<file path="src/rtl/rpp_pkg.sv">
// Constants shared by the condition-input block of the reduced power stage
// PWM: register offsets, control field layout, mode codes and phase codes.
// Assumes a 32-bit APB register bus and a single PWM clock domain.
package rpp_pkg;

    // ****************************************************************
    // Register map (byte addresses)
    // ****************************************************************
    localparam int ADDR_W = 12;
    localparam logic [11:0] CTRL_A_OFS = 12'h000;
    localparam logic [11:0] CTRL_B_OFS = 12'h004;
    localparam logic [11:0] STATUS_OFS = 12'h008;

    // ****************************************************************
    // Input control register fields
    // ****************************************************************
    localparam int CTRL_W = 9;
    localparam logic [8:0] CTRL_RST = 9'h000;
    localparam int MODE_LSB = 0;
    localparam int MODE_W = 4;
    localparam int POL_BIT = 4;
    localparam int EDGE_BIT = 5;
    localparam int FILT_BIT = 6;
    localparam int SRC_BIT = 7;
    localparam int ASYNC_BIT = 8;

    // ****************************************************************
    // Status register fields (event bits are write-one-to-clear)
    // ****************************************************************
    localparam int ST_ACTIVE_LSB = 0;
    localparam int ST_HOLD_LSB = 2;
    localparam int ST_EVENT_LSB = 4;
    localparam int ST_BADMODE_LSB = 6;
    localparam int ST_W = 8;

    // ****************************************************************
    // Input mode codes and waveform phase codes
    // ****************************************************************
    localparam logic [3:0] MODE_NONE = 4'h0;
    localparam logic [3:0] MODE_JUMP_WAIT = 4'h1;
    localparam logic [3:0] MODE_LAST_LOW = 4'h9;
    localparam logic [3:0] MODE_FIXED_KILL = 4'he;
    localparam logic [1:0] PH_DEAD_A = 2'h0;
    localparam logic [1:0] PH_ON_A = 2'h1;
    localparam logic [1:0] PH_DEAD_B = 2'h2;
    localparam logic [1:0] PH_ON_B = 2'h3;

    // ****************************************************************
    // Filter length and per-channel hold state
    // ****************************************************************
    localparam int FILTER_LEN = 4;

    typedef enum logic {
        RPP_IDLE,
        RPP_HOLD
    } rpp_hold_e;

endpackage

</file>
<file path="src/rtl/rpp_input_chan.sv">
// One condition-input channel: source select, two-stage synchroniser,
// optional four-cycle noise filter, polarity and edge/level qualification.
// Assumes pins and comparator are asynchronous to pclk.
`timescale 1ns/1ps
`default_nettype none
module rpp_input_chan
    import rpp_pkg::*;
(
    input wire logic pclk,
    input wire logic presetn,
    input wire logic pin_in,
    input wire logic cmp_in,
    input wire logic src_cmp,
    input wire logic polarity,
    input wire logic edge_mode,
    input wire logic filter_en,
    output logic active,
    output logic trig
);

    typedef struct packed {
        logic [1:0] pin_sync;
        logic [1:0] cmp_sync;
        logic [FILTER_LEN-2:0] hist;
        logic level;
        logic prev;
    } rpp_chan_s;

    rpp_chan_s st_q;
    rpp_chan_s st_d;
    logic sample;

    // ****************************************************************
    // Next state
    // ****************************************************************
    always_comb begin
        st_d = st_q;
        // Both sources are synchronised so a source switch never glitches
        st_d.pin_sync = {st_q.pin_sync[0], pin_in};
        st_d.cmp_sync = {st_q.cmp_sync[0], cmp_in};
        sample = src_cmp ? st_q.cmp_sync[1] : st_q.pin_sync[1];
        st_d.hist = {st_q.hist[FILTER_LEN-3:0], sample};
        // Filter adds latency; software may bypass it for slow clocks
        if (!filter_en) begin
            st_d.level = sample;
        end else if (&{st_q.hist, sample} || ~|{st_q.hist, sample}) begin
            st_d.level = sample;
        end
        st_d.prev = st_q.level;
    end

    // Registered state
    always_ff @(posedge pclk or negedge presetn) begin
        if (!presetn) begin
            st_q <= '0;
        end else begin
            st_q <= st_d;
        end
    end

    // Active level and event, taken from flip-flops only
    assign active = st_q.level ~^ polarity;
    assign trig = edge_mode ? (active & ~(st_q.prev ~^ polarity)) : active;

endmodule
`default_nettype wire

</file>
<file path="src/rtl/rpp_input_ctl.sv">
// Condition-input block of the reduced power stage PWM with APB registers.
// Assumes the waveform generator on pclk supplies phase, ramp mode and the
// raw output levels, and acts on the jump and counter-clear pulses.
//
// Added by the designer: the register offsets and the APB slave port.
`timescale 1ns/1ps
`default_nettype none
module rpp_input_ctl
    import rpp_pkg::*;
(
    input wire logic pclk,
    input wire logic presetn,
    input wire logic [ADDR_W-1:0] paddr,
    input wire logic psel,
    input wire logic penable,
    input wire logic pwrite,
    input wire logic [31:0] pwdata,
    output logic [31:0] prdata,
    output logic pready,
    output logic pslverr,
    input wire logic external_condition_pin_a,
    input wire logic external_condition_pin_b,
    input wire logic comparator_a,
    input wire logic comparator_b,
    input wire logic one_ramp_mode,
    input wire logic [1:0] wave_phase,
    input wire logic gen_out_a,
    input wire logic gen_out_b,
    output logic pwm_out_a,
    output logic pwm_out_b,
    output logic sub_cycle_a_end,
    output logic sub_cycle_b_end,
    output logic counter_clear
);

    typedef struct packed {
        logic [1:0][CTRL_W-1:0] ctrl;
        rpp_hold_e [1:0] hold;
        logic [1:0] kill;
        logic [1:0] evt;
        logic [1:0] jump;
        logic clear;
        logic [31:0] rdata;
        logic err;
    } rpp_top_s;

    rpp_top_s st_q;
    rpp_top_s st_d;
    logic [1:0] ch_active;
    logic [1:0] ch_trig;
    logic [1:0] raw_active;
    logic async_kill;
    logic setup;
    logic access;
    logic [ST_W-1:0] status;

    // ****************************************************************
    // Helper functions
    // ****************************************************************

    // Mode field of a control word
    function automatic logic [MODE_W-1:0] mode_of(
        input logic [CTRL_W-1:0] c
    );
        mode_of = c[MODE_LSB +: MODE_W];
    endfunction

    // Reserved mode codes fall outside 0..9 and 14
    function automatic logic mode_bad(input logic [MODE_W-1:0] m);
        mode_bad = (m > MODE_LAST_LOW) && (m != MODE_FIXED_KILL);
    endfunction

    // Whether channel ch may act in the present waveform phase
    function automatic logic honoured(
        input logic ch,
        input logic one_ramp,
        input logic [1:0] ph
    );
        if (one_ramp) begin
            honoured = 1'b1;
        end else if (!ch) begin
            honoured = (ph == PH_DEAD_A) || (ph == PH_ON_A);
        end else begin
            honoured = (ph == PH_DEAD_B) || (ph == PH_ON_B);
        end
    endfunction

    // ****************************************************************
    // Input channels
    // ****************************************************************

    // Channel A serves output half A
    rpp_input_chan u_chan_a (
        .pclk(pclk),
        .presetn(presetn),
        .pin_in(external_condition_pin_a),
        .cmp_in(comparator_a),
        .src_cmp(st_q.ctrl[0][SRC_BIT]),
        .polarity(st_q.ctrl[0][POL_BIT]),
        .edge_mode(st_q.ctrl[0][EDGE_BIT]),
        .filter_en(st_q.ctrl[0][FILT_BIT]),
        .active(ch_active[0]),
        .trig(ch_trig[0])
    );

    // Channel B serves output half B
    rpp_input_chan u_chan_b (
        .pclk(pclk),
        .presetn(presetn),
        .pin_in(external_condition_pin_b),
        .cmp_in(comparator_b),
        .src_cmp(st_q.ctrl[1][SRC_BIT]),
        .polarity(st_q.ctrl[1][POL_BIT]),
        .edge_mode(st_q.ctrl[1][EDGE_BIT]),
        .filter_en(st_q.ctrl[1][FILT_BIT]),
        .active(ch_active[1]),
        .trig(ch_trig[1])
    );

    // ****************************************************************
    // Asynchronous output kill
    // ****************************************************************

    // Raw selected pin or comparator levels, no flip-flop: works even with a stopped clock.
    // The clocked channels keep running beside this path.
    assign raw_active[0] = (st_q.ctrl[0][SRC_BIT] ? comparator_a
        : external_condition_pin_a) ~^ st_q.ctrl[0][POL_BIT];
    assign raw_active[1] = (st_q.ctrl[1][SRC_BIT] ? comparator_b
        : external_condition_pin_b) ~^ st_q.ctrl[1][POL_BIT];
    assign async_kill = (st_q.ctrl[0][ASYNC_BIT] & raw_active[0])
        | (st_q.ctrl[1][ASYNC_BIT] & raw_active[1]);

    // Output gating: clocked kill per half, async kill on both halves
    assign pwm_out_a = gen_out_a & ~st_q.kill[0] & ~async_kill;
    assign pwm_out_b = gen_out_b & ~st_q.kill[1] & ~async_kill;

    // ****************************************************************
    // APB decode and status
    // ****************************************************************
    assign setup = psel & ~penable;
    assign access = psel & penable;
    assign pready = 1'b1;
    assign pslverr = access & st_q.err;
    assign prdata = st_q.rdata;

    // Status view of live channel state
    always_comb begin
        status = '0;
        status[ST_ACTIVE_LSB +: 2] = ch_active;
        status[ST_HOLD_LSB] = (st_q.hold[0] == RPP_HOLD);
        status[ST_HOLD_LSB + 1] = (st_q.hold[1] == RPP_HOLD);
        status[ST_EVENT_LSB +: 2] = st_q.evt;
        status[ST_BADMODE_LSB] = mode_bad(mode_of(st_q.ctrl[0]));
        status[ST_BADMODE_LSB + 1] = mode_bad(mode_of(st_q.ctrl[1]));
    end

    // ****************************************************************
    // Next state: registers, mode 1 sequencing, jump pulses
    // ****************************************************************
    always_comb begin
        logic [1:0] ev_set;
        logic [1:0] ev_clr;
        logic acts;
        ev_set = '0;
        ev_clr = '0;
        acts = 1'b0;
        st_d = st_q;
        st_d.jump = '0;
        st_d.clear = 1'b0;

        // Read data and error are captured in the setup cycle
        if (setup) begin
            st_d.err = 1'b0;
            st_d.rdata = '0;
            unique case (paddr)
                CTRL_A_OFS: st_d.rdata[CTRL_W-1:0] = st_q.ctrl[0];
                CTRL_B_OFS: st_d.rdata[CTRL_W-1:0] = st_q.ctrl[1];
                STATUS_OFS: st_d.rdata[ST_W-1:0] = status;
                default: st_d.err = 1'b1;
            endcase
        end

        // Writes take effect at the access edge
        if (access && pwrite) begin
            unique case (paddr)
                CTRL_A_OFS: st_d.ctrl[0] = pwdata[CTRL_W-1:0];
                CTRL_B_OFS: st_d.ctrl[1] = pwdata[CTRL_W-1:0];
                STATUS_OFS: ev_clr = pwdata[ST_EVENT_LSB +: 2];
                default: ;
            endcase
        end

        // Each channel sequences its own half independently
        for (int i = 0; i < 2; i++) begin
            acts = ch_trig[i] && honoured(i[0], one_ramp_mode, wave_phase);
            if (acts && (mode_of(st_q.ctrl[i]) != MODE_NONE)
                && !mode_bad(mode_of(st_q.ctrl[i]))) begin
                ev_set[i] = 1'b1;
            end
            unique case (st_q.hold[i])
                RPP_IDLE: begin
                    if (acts && mode_of(st_q.ctrl[i]) == MODE_JUMP_WAIT) begin
                        // Drop this half's output and wait
                        st_d.kill[i] = 1'b1;
                        st_d.hold[i] = RPP_HOLD;
                    end
                end
                RPP_HOLD: begin
                    if (!ch_active[i]) begin
                        // Input released: jump to the opposite half, or clear the counter in one ramp
                        st_d.kill[i] = 1'b0;
                        st_d.hold[i] = RPP_IDLE;
                        if (one_ramp_mode) begin
                            st_d.clear = 1'b1;
                        end else begin
                            st_d.jump[i] = 1'b1;
                        end
                    end
                end
            endcase
        end

        // A new event outweighs a clear in the same cycle
        st_d.evt = (st_q.evt & ~ev_clr) | ev_set;
    end

    // ****************************************************************
    // State register
    // ****************************************************************
    always_ff @(posedge pclk or negedge presetn) begin
        if (!presetn) begin
            st_q.ctrl <= {CTRL_RST, CTRL_RST};
            st_q.hold <= '{RPP_IDLE, RPP_IDLE};
            st_q.kill <= 2'h0;
            st_q.evt <= 2'h0;
            st_q.jump <= 2'h0;
            st_q.clear <= 1'b0;
            st_q.rdata <= 32'h0000_0000;
            st_q.err <= 1'b0;
        end else begin
            st_q <= st_d;
        end
    end

    // Pulses to the waveform generator, one clock each
    assign sub_cycle_a_end = st_q.jump[0];
    assign sub_cycle_b_end = st_q.jump[1];
    assign counter_clear = st_q.clear;

endmodule
`default_nettype wire

</file>
<file path="config.mk">
export PLATFORM = sky130hd
export DESIGN_NAME = rpp_input_ctl
export DESIGN_NICKNAME = d
export VERILOG_FILES = /design/src/rtl/rpp_pkg.sv /design/src/rtl/rpp_input_chan.sv /design/src/rtl/rpp_input_ctl.sv
export SDC_FILE = /design/constraint.sdc
export NUM_CORES = 1
export LEC_CHECK = 0
export CORE_MARGIN = 2
export CORE_UTILIZATION = 50
export DETAILED_ROUTE_END_ITERATION = 8
export DONT_BUFFER_PORTS = 1
export GPL_TIMING_DRIVEN = 0
export PLACE_DENSITY = 0.7
export SLEW_MARGIN = 10
export SYNTH_ARGS = -nofsm -noshare
export SYNTH_HDL_FRONTEND = slang
export SYNTH_SLANG_ARGS = --single-unit
</file>
<file path="constraint.sdc">
create_clock -name pclk -period 1.6 [get_ports pclk]
set_clock_uncertainty 0.15 [all_clocks]
set_input_delay 0.16 -clock pclk [delete_from_list [all_inputs] [get_ports pclk]]
set_output_delay 0.16 -clock pclk [all_outputs]
set_load 0.02 [all_outputs]
</file>
==> qor.txt <==
Die Ht: 75.61 um
Path type of the worst setup path: flop to output pin
Sequential-to-total area share from yosys stat: 53.68%
Drt total wl: 5.178 mm
Slowest CP cell: dfrtp_1
Post-route DRC: 0
Min-Delay Path Class: input pin to flop
Number of inserted diodes: 0
Die X: 75.61 um
Routed length per instance: 15.10 um
Crit-path max FO: 2
H-Tree Depth: 2
Post-route ant nets: 0
Final Hold Slack: -0.003652 ns
Vias per inst: 5.128
Die area: 5716 sq um
PwrDens: 792.5 nW/um^2
CP delay by family, top: flip-flops
Largest area contributor in the netlist: dfrtp_1
CP Capture Type: output pin
Prevailing post-synth register cell: dfrtp_1
Final hold vios: 1
Violated checks: negative hold slack, negative setup slack
CTS root buffer: clkbuf_8
Setup-failing EPs final: 2
CTS sink cnt: 55
Worst-path clk slew: 0.10 ns
Max-Cap Viols: 0
Slew headroom: 59.07%
DRT iter0 DRCs: 127
Lkg Pwr: 1.532 nW
Area share of the leading cell type in the synthesized netlist: 53.68%
Period utilization: 120.5%
Final HPWL from detailed placement: 3.472 mm
Number of fill cells: 409
Final net count: 330
CP max stage delay: 0.41 ns
Buf+Inv Stages, Crit Path: 0
FP Rows: 26
Final core occ: 62.98%
Routability congestion estimate: 0.9176
Slew Viols, Final: 0
Initial antenna violation count: 0
Clk_lat worst skew: 0.32 ns
Fmax: 518.8 MHz
Ys async rst share: 100.0%
Yosys cell types: 39
Vias: 1759
Critical path data arrival time: 1.62 ns
Max IR drop VDD: 629.0 uV
Final WS setup: -0.3273 ns
Synth Cell Area: 2564 sq um
Slew of the pin with the lowest slew margin: 0.6114 ns
Status: finished with violations
Synth top area cells: dfrtp_1, buf_4, mux2_2
Setup TNS: -0.6508 ns
Avg Cell Area, Syn: 11.92 sq um
CP Cell Sequence: mux2i_2 > xor2_1 > a22oi_2 > and3b_2
Pin count of the biggest net entering global routing: 56
PortBufs: 0
Proportion of layout cells with a drive suffix above 1: 30.04%
Initial Utilization: 50.84%
CORE AREA: 5042 sq um
First drt pass iteration count: 5
Fin crit period: 1.927 ns
Register bit count reported by yosys: 55
Area grow syn2layout: 23.87%
Most instantiated cells after synthesis: dfrtp_1, buf_4, mux2_2, nand2_1, o21ai_0
Number of flops mapped to enable cells by yosys: 0
Cell count after synthesis: 215
CP startpoint kind: flop
Congestion Overflow GR: 0
RSZ-0062 raised after global routing: true
Tot GR Track Use: 18.36%
Clock buffer depth: 2
CTS Buf Count: 5
First-pass GRT wire length: 7.679 mm
Pre-CTS setup slack: -0.1444 ns
Worst EP required: 1.29 ns
Yosys warning count: 0
TritonCTS clock tree: yes
Top-count cell post-synth: dfrtp_1
Vias in the first global route: 1620
Ports: 97
flip-flops by register name, indices dropped and copies added, names as in the netlist:
signal,cells
sub_cycle_b_end,1
u_chan_b.st_q,4
counter_clear,1
u_chan_a.st_q,4
u_chan_b.st_d,5
prdata,9
sub_cycle_a_end,1
u_chan_a.st_d,5
st_q,25
metal layers:
layer / global-route usage [%] / share of wire (%)
met2: 30.72 / 50
met3: 3.968 / 6.4
met4: 7.212 / 1.9
met5: 0 / 0
met1: 23.37 / 42
tightest hold or removal path: stages:
cell     delay, ns
nor4_2        0.03
nand3_1       0.13
o21ai_0       0.10
report_power, final:
part	internal [W]	switching (W)
logic	0.000121	0.000140
registers	0.00142	0.0000166
clock network	0.000354	0.000465
total	0.00190	0.000621
stage by stage:
step | power, W | cell area [sq um] | instances
final | 0.002517 | 3176 | 343
after global routing | 0.002626 | 3176 | 343
after CTS | 0.002528 | 3099 | 339
after detailed placement | 0.001629 | 2734 | 307
after global placement | 0.001627 | 2734 | 307
after floorplan | 0.001614 | 2646 | 237
repair_timing:
item / CTS / global route
gates resized for setup: 4 / 10
endpoints found under the hold margin: 84 / 0
setup endpoints to repair: 2 / 16
gates cloned: 0 / 1
hold buffers: 23 / 0
pin swaps: 4 / 5
buffers inserted: 1 / 3
worst paths after layout:
kind                                  start                to  slack (ns)  depth (start not counted)
setup / recovery                   st_q[49]         pwm_out_a       -0.33                          4
hold / removal                     paddr[4]         prdata[0]      -0.004                          3
setup reg to reg                   st_q[49]  u_chan_a.st_d[0]        0.02                          6
hold reg to reg            u_chan_a.st_d[8]  u_chan_a.st_q[8]        0.21                          0
max in group asynchronous           presetn  u_chan_b.st_q[4]        0.87                          2
min in group asynchronous           presetn         prdata[4]        0.19                          2
logic make-up (layout without fill, tap and decap cells):
kind of cell,Yosys count,after routing,synth area share [%]
AO/OA/AOI/OAI,37,37,10.25
XOR/XNOR,6,6,2.050
other,2,24,0.2929
AND/OR/NAND/NOR,53,54,12.93
flip-flops,55,55,53.68
buffers and inverters,39,74,10.69
multiplexers,23,23,10.10
cell type report:
cell class	instances	area, sq um	share of cell area, %
flip-flops and latches	55	1376	43.34
multi-input cells	144	1061	33.41
repair buffers	27	277.8	8.747
plain buffers	35	259.0	8.156
well taps	70	87.58	2.758
clock buffers	6	82.58	2.600
clock inverters	2	16.27	0.5122
inverters	4	15.01	0.4728
layout by cell type, fill, tap and decap left out, types with 3 or more instances in the layout:
cell type	netlist	routed
nand2_1	17	17
nand3_1	4	5
dfrtp_1	55	55
clkbuf_8	0	6
buf_4	34	38
mux2_2	17	16
and3_1	3	3
a222oi_1	4	4
inv_1	4	4
dlygate4sd3_1	0	22
a21oi_1	3	3
xor2_1	4	3
nor2_1	5	5
o21ai_0	13	12
a32o_1	4	4
conb_1	2	24
nand2b_1	3	3
(Power assumes the default switching activity.)
